--- config.mk ---
export PLATFORM = sky130hd
export DESIGN_NAME = hpc_playback_ctrl
export DESIGN_NICKNAME = d
export VERILOG_FILES = /design/src/pkg/hpc_pkg.sv /design/src/rtl/hpc_step_timer.sv /design/src/rtl/hpc_playback_ctrl.sv
export VERILOG_INCLUDE_DIRS = /design/src /design/src/pkg
export SDC_FILE = /design/constraint.sdc
export NUM_CORES = 1
export LEC_CHECK = 0
export ABC_AREA = 1
export BUFFER_PORTS_ARGS = -buffer_cell sky130_fd_sc_hd__buf_2
export CORE_MARGIN = 1.5
export CORE_UTILIZATION = 50
export CTS_BUF_LIST = sky130_fd_sc_hd__clkbuf_4 sky130_fd_sc_hd__clkbuf_8
export DETAILED_ROUTE_END_ITERATION = 8
export MAX_ROUTING_LAYER = met4
export PLACE_DENSITY_LB_ADDON = 0.25
export SLEW_MARGIN = 10
export SYNTH_ARGS = -nofsm -noshare
export SYNTH_HDL_FRONTEND = slang
export SYNTH_SLANG_ARGS = --single-unit
--- constraint.sdc ---
create_clock -name clk -period 6.4 [get_ports clk]
set_clock_uncertainty 0.2 [all_clocks]
set_input_delay 0.32 -clock clk [delete_from_list [all_inputs] [get_ports clk]]
set_output_delay 0.32 -clock clk [all_outputs]
set_load 0.1 [all_outputs]
--- src/pkg/hpc_defs.svh ---
// register offsets, field positions, reset values and timing counts of playback control
`ifndef HPC_DEFS_SVH
`define HPC_DEFS_SVH

`define HPC_ADDR_FIRE 8'h0c
`define HPC_ADDR_CFG 8'h0d
`define HPC_ADDR_LIVE 8'h0e
`define HPC_ADDR_SLOT_FIRST 8'h0f
`define HPC_ADDR_SLOT_LAST 8'h16
`define HPC_FIRE_BIT 0
`define HPC_INTERVAL_BIT 5
`define HPC_ATTEN_LSB 0
`define HPC_FIRE_RESET 8'h00
`define HPC_CFG_RESET 8'h00
`define HPC_LIVE_RESET 8'h7f
`define HPC_SLOT_RESET 8'h01
`define HPC_CLK_HZ 50000000
`define HPC_STEP_SLOW_MS 5
`define HPC_STEP_FAST_MS 1
`define HPC_WAIT_UNIT_MS 10
`define HPC_MS_CYCLES (`HPC_CLK_HZ / 1000)
`define HPC_STEP_SLOW_CYC (`HPC_STEP_SLOW_MS * `HPC_MS_CYCLES)
`define HPC_STEP_FAST_CYC (`HPC_STEP_FAST_MS * `HPC_MS_CYCLES)

`endif

--- src/pkg/hpc_pkg.sv ---
// types shared by the playback control block
package hpc_pkg;

  typedef enum logic [1:0] {
    HPC_MODE_LIVE = 2'h0,
    HPC_MODE_SEQ = 2'h1,
    HPC_MODE_DIAG = 2'h2,
    HPC_MODE_CAL = 2'h3
  } hpc_mode_t;

  // gray order along idle -> load -> play; live drive sits one bit away from idle
  typedef enum logic [1:0] {
    HPC_ST_IDLE = 2'b00,
    HPC_ST_LOAD = 2'b01,
    HPC_ST_PLAY = 2'b11,
    HPC_ST_LIVE = 2'b10
  } hpc_state_t;

  typedef struct packed {
    logic wr;
    logic rd;
    logic [7:0] addr;
    logic [7:0] wdata;
  } hpc_req_t;

  typedef struct packed {
    logic start;
    logic [6:0] id;
    logic [7:0] amplitude;
  } hpc_effect_t;

endpackage : hpc_pkg

--- src/rtl/hpc_step_timer.sv ---
// interval divider: one-cycle step pulse every 5 ms or 1 ms
`timescale 1ns/1ps
`include "hpc_defs.svh"

module hpc_step_timer
(
  // clock and reset
  input wire logic clk,
  input wire logic resetn,
  // control
  input wire logic run,
  input wire logic fast,
  // step enable
  output logic step
);

  typedef struct packed {
    logic [17:0] count;
    logic step;
  } hpc_timer_state_t;

  localparam logic [17:0] SLOW_LAST = 18'(`HPC_STEP_SLOW_CYC - 1);
  localparam logic [17:0] FAST_LAST = 18'(`HPC_STEP_FAST_CYC - 1);

  hpc_timer_state_t st;
  hpc_timer_state_t next_st;

  always_comb
  begin
    next_st = st;
    next_st.step = 1'b0;
    if (!run)
    begin
      next_st.count = 18'h0;
    end
    else if (st.count >= (fast ? FAST_LAST : SLOW_LAST))
    begin
      next_st.count = 18'h0;
      next_st.step = 1'b1;
    end
    else
    begin
      next_st.count = st.count + 18'h1;
    end
  end

  always_ff @(posedge clk or negedge resetn)
  begin
    if (!resetn)
    begin
      st <= '0;
    end
    else
    begin
      st <= next_st;
    end
  end

  assign step = st.step;

endmodule : hpc_step_timer

--- src/rtl/hpc_playback_ctrl.sv ---
// playback control registers: fire bit, interval, attenuation, live drive, sequencer walk
`timescale 1ns/1ps
`include "hpc_defs.svh"

module hpc_playback_ctrl
(
  // clock and reset
  input wire logic clk,
  input wire logic resetn,
  // register access from the serial interface
  input hpc_pkg::hpc_req_t req,
  output logic [7:0] rdata,
  output logic rvalid,
  // operating mode and external trigger
  input wire logic [1:0] mode,
  input wire logic trigger,
  // engine handshakes: calibration, diagnostics, effect player
  output logic cal_start,
  input wire logic cal_done,
  output logic diag_start,
  input wire logic diag_done,
  output hpc_pkg::hpc_effect_t effect,
  input wire logic effect_done,
  output logic abort,
  // library sample in, drive out
  input wire logic signed [7:0] library_sample,
  output logic signed [7:0] drive,
  output logic drive_valid,
  output logic step
);

  localparam int NSLOTS = 8;

  typedef struct packed {
    hpc_pkg::hpc_state_t fsm;
    hpc_pkg::hpc_mode_t run_mode;
    logic fire;
    logic interval_fast;
    logic [1:0] library_attenuation;
    logic [7:0] live_drive_amplitude;
    logic [NSLOTS-1:0][7:0] slot;
    logic [2:0] slot_idx;
    logic [6:0] wait_left;
    logic [3:0] ms_sub;
    logic waiting;
    hpc_pkg::hpc_effect_t effect;
    logic cal_start;
    logic diag_start;
    logic abort;
    logic [7:0] rdata;
    logic rvalid;
    logic signed [7:0] drive;
    logic drive_valid;
  } hpc_ctrl_state_t;

  hpc_ctrl_state_t st;
  hpc_ctrl_state_t next_st;
  logic step_pulse;
  logic fire_set;
  logic fire_clear;
  logic [7:0] cur_slot;
  logic [9:0] scaled;

  // =========================================================
  // step interval divider
  hpc_step_timer u_step
  (
    .clk(clk),
    .resetn(resetn),
    .run(st.fsm != hpc_pkg::HPC_ST_IDLE),
    .fast(st.interval_fast),
    .step(step_pulse)
  );

  // =========================================================
  // attenuation of library samples
  // limitation: the quarter steps truncate toward minus infinity, so small
  // negative samples floor one code lower than their positive mirror
  always_comb
  begin
    case (st.library_attenuation)
      2'h0: scaled = {library_sample[7], library_sample[7], library_sample} <<< 2;
      2'h1: scaled = 10'({library_sample[7], library_sample[7], library_sample} * 10'sd3);
      2'h2: scaled = {library_sample[7], library_sample[7], library_sample} <<< 1;
      2'h3: scaled = {library_sample[7], library_sample[7], library_sample};
      default: scaled = 10'h0;
    endcase
  end

  assign cur_slot = st.slot[st.slot_idx];
  assign fire_set = trigger
    || (req.wr && req.addr == `HPC_ADDR_FIRE && req.wdata[`HPC_FIRE_BIT]);
  assign fire_clear = req.wr && req.addr == `HPC_ADDR_FIRE && !req.wdata[`HPC_FIRE_BIT];
  // the trigger is taken as a level: a pin held high keeps asserting the fire bit,
  // and it outranks a clear written in the same cycle, so no abort follows then

  // =========================================================
  // register file and playback sequencing
  always_comb
  begin
    next_st = st;
    next_st.cal_start = 1'b0;
    next_st.diag_start = 1'b0;
    next_st.abort = 1'b0;
    next_st.effect.start = 1'b0;
    next_st.rvalid = req.rd;
    next_st.drive_valid = 1'b0;
    if (req.wr)
    begin
      case (req.addr)
        `HPC_ADDR_CFG:
        begin
          next_st.interval_fast = req.wdata[`HPC_INTERVAL_BIT];
          next_st.library_attenuation = req.wdata[`HPC_ATTEN_LSB +: 2];
        end
        `HPC_ADDR_LIVE: next_st.live_drive_amplitude = req.wdata;
        default:
        begin
          if (req.addr >= `HPC_ADDR_SLOT_FIRST && req.addr <= `HPC_ADDR_SLOT_LAST)
          begin
            next_st.slot[3'(req.addr - `HPC_ADDR_SLOT_FIRST)] = req.wdata;
          end
        end
      endcase
    end
    if (req.rd)
    begin
      case (req.addr)
        `HPC_ADDR_FIRE: next_st.rdata = {7'h0, st.fire};
        `HPC_ADDR_CFG: next_st.rdata = {2'h0, st.interval_fast, 3'h0, st.library_attenuation};
        `HPC_ADDR_LIVE: next_st.rdata = st.live_drive_amplitude;
        default:
        begin
          if (req.addr >= `HPC_ADDR_SLOT_FIRST && req.addr <= `HPC_ADDR_SLOT_LAST)
          begin
            next_st.rdata = st.slot[3'(req.addr - `HPC_ADDR_SLOT_FIRST)];
          end
          else
          begin
            next_st.rdata = 8'h00;
          end
        end
      endcase
    end
    case (st.fsm)
      hpc_pkg::HPC_ST_IDLE:
      begin
        if (fire_set)
        begin
          next_st.fire = 1'b1;
          next_st.run_mode = hpc_pkg::hpc_mode_t'(mode);
          next_st.slot_idx = 3'h0;
          next_st.waiting = 1'b0;
          case (hpc_pkg::hpc_mode_t'(mode))
            hpc_pkg::HPC_MODE_SEQ: next_st.fsm = hpc_pkg::HPC_ST_LOAD;
            hpc_pkg::HPC_MODE_LIVE: next_st.fsm = hpc_pkg::HPC_ST_LIVE;
            hpc_pkg::HPC_MODE_CAL:
            begin
              next_st.cal_start = 1'b1;
              next_st.fsm = hpc_pkg::HPC_ST_PLAY;
            end
            hpc_pkg::HPC_MODE_DIAG:
            begin
              next_st.diag_start = 1'b1;
              next_st.fsm = hpc_pkg::HPC_ST_PLAY;
            end
            default: next_st.fsm = hpc_pkg::HPC_ST_IDLE;
          endcase
        end
      end
      hpc_pkg::HPC_ST_LOAD:
      begin
        if (cur_slot[6:0] == 7'h0)
        begin
          next_st.fsm = hpc_pkg::HPC_ST_IDLE;
          next_st.fire = 1'b0;
        end
        else if (cur_slot[7])
        begin
          next_st.waiting = 1'b1;
          next_st.wait_left = cur_slot[6:0];
          next_st.ms_sub = 4'h0;
          next_st.fsm = hpc_pkg::HPC_ST_PLAY;
        end
        else
        begin
          next_st.waiting = 1'b0;
          next_st.effect.start = 1'b1;
          next_st.effect.id = cur_slot[6:0];
          next_st.fsm = hpc_pkg::HPC_ST_PLAY;
        end
      end
      hpc_pkg::HPC_ST_PLAY:
      begin
        if (st.run_mode == hpc_pkg::HPC_MODE_CAL && cal_done
            || st.run_mode == hpc_pkg::HPC_MODE_DIAG && diag_done)
        begin
          next_st.fsm = hpc_pkg::HPC_ST_IDLE;
          next_st.fire = 1'b0;
        end
        else if (st.run_mode == hpc_pkg::HPC_MODE_SEQ)
        begin
          if (!st.waiting && step_pulse)
          begin
            // library samples advance on the playback interval
            next_st.drive = signed'(scaled[9:2]);
            next_st.drive_valid = 1'b1;
          end
          // wait slots count 10 ms units on the 1 ms/5 ms step: tracked in ms
          if (st.waiting && step_pulse)
          begin
            if (st.ms_sub + (st.interval_fast ? 4'h1 : 4'h5) >= 4'(`HPC_WAIT_UNIT_MS))
            begin
              next_st.ms_sub = 4'h0;
              next_st.wait_left = st.wait_left - 7'h1;
            end
            else
            begin
              next_st.ms_sub = st.ms_sub + (st.interval_fast ? 4'h1 : 4'h5);
            end
          end
          if (st.waiting ? (st.wait_left == 7'h0) : effect_done)
          begin
            if (st.slot_idx == 3'(NSLOTS - 1))
            begin
              next_st.fsm = hpc_pkg::HPC_ST_IDLE;
              next_st.fire = 1'b0;
            end
            else
            begin
              next_st.slot_idx = st.slot_idx + 3'h1;
              next_st.fsm = hpc_pkg::HPC_ST_LOAD;
            end
          end
        end
      end
      hpc_pkg::HPC_ST_LIVE:
      begin
        // live value bypasses attenuation and follows every write
        next_st.drive = signed'(next_st.live_drive_amplitude);
        next_st.drive_valid = 1'b1;
      end
      default: next_st.fsm = hpc_pkg::HPC_ST_IDLE;
    endcase
    // a write of one while running is ignored by the idle-only start above
    if (fire_clear && st.fsm != hpc_pkg::HPC_ST_IDLE && !trigger)
    begin
      next_st.fsm = hpc_pkg::HPC_ST_IDLE;
      next_st.fire = 1'b0;
      next_st.abort = 1'b1;
      next_st.drive = 8'sh0;
    end
  end

  // =========================================================
  // state register: documented reset values, everything else clears
  always_ff @(posedge clk or negedge resetn)
  begin
    if (!resetn)
    begin
      st <= '0;
      st.live_drive_amplitude <= `HPC_LIVE_RESET;
      st.slot <= {NSLOTS{`HPC_SLOT_RESET}};
    end
    else
    begin
      st <= next_st;
    end
  end

  // =========================================================
  // outputs straight from flip-flops, so the engines see no glitches
  assign rdata = st.rdata;
  assign rvalid = st.rvalid;
  assign cal_start = st.cal_start;
  assign diag_start = st.diag_start;
  assign effect = st.effect;
  assign abort = st.abort;
  assign drive = st.drive;
  assign drive_valid = st.drive_valid;
  assign step = step_pulse;

endmodule : hpc_playback_ctrl

==> flow_metrics.env <==
export IMPL_root_buffer="clkbuf_8"
export IMPL_setup_viol=0
export IMPL_synth_seq_cells=143
export IMPL_ir_drop_mv=0.248
export IMPL_cts_htree_levels=4
export IMPL_startpoint_type="register"
export IMPL_ys_warn_count=0
export IMPL_seq_area_frac_synth_pct=41.6
export IMPL_relSlewSlack_pct=38.2
export IMPL_async_reset_ff_share_pct=100
export IMPL_cp_data_required_time_ns=6.53
export IMPL_wl_mm=22.6
export IMPL_p_per_area_nw_per_um2=350
export IMPL_ys_flop_type="dfrtp_1"
export IMPL_io_buffers=63
export IMPL_netlist_area_um2=8640
export IMPL_p_leak_nw=4.59
export IMPL_grt_pass1_wl_mm=36.7
export IMPL_die_y_um=134
export IMPL_hold_viol=0
export IMPL_maxSlewViolCount=0
export IMPL_dp_hpwl_mm=16.1
export IMPL_grtUsageTotal_pct=26.9
export IMPL_overflow=0
export IMPL_syn_inst=1183
export IMPL_ant_nets=0
export IMPL_syn_to_final_growth_pct=8.78
export IMPL_fin_tns_setup_ns=0
export IMPL_nNetsFinal=1275
export IMPL_firstDrtPassIters=7
export IMPL_fin_crit_ns=2.80
export IMPL_drive_gt1_share_pct=10.9
export IMPL_clk_latency_ns=0.46
export IMPL_die_w_um=134
export IMPL_crit_arrival_ns=2.93
export IMPL_outcome="complete, no violations"
export IMPL_design_die_area_um2=18100
export IMPL_antenna_found_initial=0
export IMPL_core_area_um2=16700
export IMPL_cts_tree="built"
export IMPL_grt_pass1_vias=7095
export IMPL_io_pins=72
export IMPL_worst_slack_ns=3.60
export IMPL_fillers=1601
export IMPL_grt_setup_unrepaired="false"
export IMPL_post_drt_wl_per_cell_um=15.6
export IMPL_drc=0
export IMPL_post_route_util_pct=56.3
export IMPL_gp_congestion=0.927
export IMPL_start_util_pct=51.7
export IMPL_avgViaCountPerCell=5.36
export IMPL_end_kind="register"
export IMPL_path_clk_slew_ns=0.09
export IMPL_n_antenna_cell=0
export IMPL_pre_cts_ws_ns=3.34
export IMPL_drtIter0Drc=702
export IMPL_grt_max_degree=74
export IMPL_num_rows=47
export IMPL_clockBufferDepth=2
export IMPL_critPathMaxFanout=20
export IMPL_drv_cap=0
export IMPL_avgSynthCellArea_um2=7.30
export IMPL_max_freq_mhz=357
export IMPL_hold_path_class="in -> reg"
export IMPL_ys_types=49
export IMPL_max_slew_worst_pin_slew_ns=0.928
export IMPL_crit_type="reg -> reg"
export IMPL_cts_buffers=17
export IMPL_cts_setup_buffers=0
export IMPL_clkSinkCount=143
export IMPL_synth_edf_count=0
export IMPL_fin_crit_sh_pct=43.7
export IMPL_vias=7737
==> cell families (layout without fill, tap and decap cells) <==
family,count (synthesis),after routing,synth area share [%]
adder cells (fa/ha/maj),30,30,4.43
XOR/XNOR,8,8,0.811
flip-flops,143,143,41.6
AND/OR/NAND/NOR,555,555,26.7
other,1,8,0.0434
buffers and inverters,206,240,11.2
AO/OA/AOI/OAI,240,240,15.2
==> timing repair <==
action                                 in CTS  in global routing
setup endpoints to repair                   0                  0
gates resized for setup                     0                  0
endpoints found under the hold margin      73                  0
hold buffers                                7                  0
==> routing by layer <==
metal | global-route usage [%] | vias up | share of wire (%) | wire (um)
li1 | - | 3871 | - | -
met1 | 37.8 | 3603 | 47 | 10700
met3 | 4.65 | 24 | 5.8 | 1310
met4 | 6.27 | 0 | 1.4 | 318
met2 | 40.7 | 239 | 45 | 10300
met5 | - | - | 0 | 0
==> cell type report <==
class	count	area (um^2)	area share (%)
multi-input cells	841	4100	43.7
flip-flops and latches	143	3600	38.3
inverters	135	512	5.45
repair buffers	73	414	4.41
well taps	220	275	2.93
clock buffers	19	262	2.78
clock inverters	13	234	2.49
==> placed cells by master (no fill, tap or decap), types with 5 or more instances in the layout <==
| cell type | netlist | routed |
|---|---|---|
| xor2_1 | 5 | 5 |
| o21ai_1 | 19 | 19 |
| nor2_1 | 96 | 96 |
| inv_1 | 130 | 130 |
| dlygate4sd3_1 | 0 | 7 |
| nand2_1 | 336 | 336 |
| o22ai_1 | 16 | 16 |
| nand4_1 | 9 | 9 |
| ha_1 | 29 | 29 |
| conb_1 | 1 | 8 |
| a21oi_1 | 61 | 61 |
| o21ai_0 | 117 | 117 |
| buf_2 | 14 | 62 |
| nand3_1 | 74 | 74 |
| bufinv_16 | 0 | 6 |
| o211ai_1 | 6 | 6 |
| nor4_1 | 6 | 6 |
| dfrtp_1 | 128 | 128 |
| clkbuf_8 | 0 | 19 |
| nand2_2 | 5 | 5 |
| dfstp_2 | 15 | 15 |
| nor3_1 | 16 | 16 |
==> report_power, final <==
| part | switching, mW | leakage (nW) | internal [mW] | total (mW) |
|---|---|---|---|---|
| Sequential | 0.113 | 1.89 | 1.02 | 1.13 |
| Combinational | 0.935 | 2.46 | 0.332 | 1.27 |
| Clock | 0.368 | 0.239 | 0.525 | 0.894 |
| Total | 1.42 | 4.59 | 1.88 | 3.29 |
==> critical path, cell delays in order, from the launching register on <==
cell and delay, ns:
dfrtp_1 0.41, ha_1 0.63, clkinv_1 0.49, nor3_1 0.36
nand3_1 0.10, o21ai_0 0.09, nand2_1 0.17, a21oi_1 0.16
a21oi_1 0.06
==> final timing paths <==
path,slack [ns],start,cells after the start,end
setup / recovery,3.60,st[131]$_DFFE_PN0P_,8,st[49]$_DFFE_PN0P_
hold / removal,0.07,library_sample[7],3,drive[7]$_DFFE_PN0P_
setup reg to reg,3.60,st[131]$_DFFE_PN0P_,8,st[49]$_DFFE_PN0P_
hold reg to reg,0.28,drive[4]$_DFFE_PN0P_,2,drive[4]$_DFFE_PN0P_
max in group asynchronous,4.37,resetn,3,rvalid$_DFF_PN0_
min in group asynchronous,0.22,resetn,2,st[41]$_DFFE_PN0P_
==> Yosys cell counts, drive strengths merged, types with 2 or more instances <==
| cell type | number | area [um^2] |
|---|---|---|
| inv | 134 | 508 |
| a21o | 2 | 15.0 |
| xnor2 | 3 | 26.3 |
| ha | 29 | 363 |
| xor2 | 5 | 43.8 |
| nor3 | 17 | 90.1 |
| o211ai | 6 | 45.0 |
| a221oi | 3 | 26.3 |
| a211oi | 2 | 15.0 |
| dfrtp | 128 | 3200 |
| nand3 | 75 | 388 |
| nand3b | 2 | 15.0 |
| o31ai | 2 | 20.0 |
| a21boi | 2 | 15.0 |
| nand4 | 9 | 56.3 |
| dfstp | 15 | 394 |
| nor2 | 100 | 390 |
| or2 | 2 | 12.5 |
| a21oi | 61 | 305 |
| a22oi | 3 | 22.5 |
| o21ai | 136 | 681 |
| and2 | 2 | 12.5 |
| clkbuf | 15 | 56.3 |
| nand2 | 341 | 1290 |
| o22ai | 16 | 100 |
| buf | 56 | 397 |
| nor4 | 6 | 37.5 |
==> per-stage QoR <==
step	power [mW]	cells	cell area [um^2]	hold slack (ns)
floorplan	2.18	1190	8660	-0.176
global placement	2.38	1405	8830	0.175
detailed placement	2.40	1405	8830	0.174
CTS	3.30	1444	9400	0.0372
global route	3.51	1444	9400	0.114
finish	3.29	1444	9400	0.0740
(Power assumes the default switching activity.)
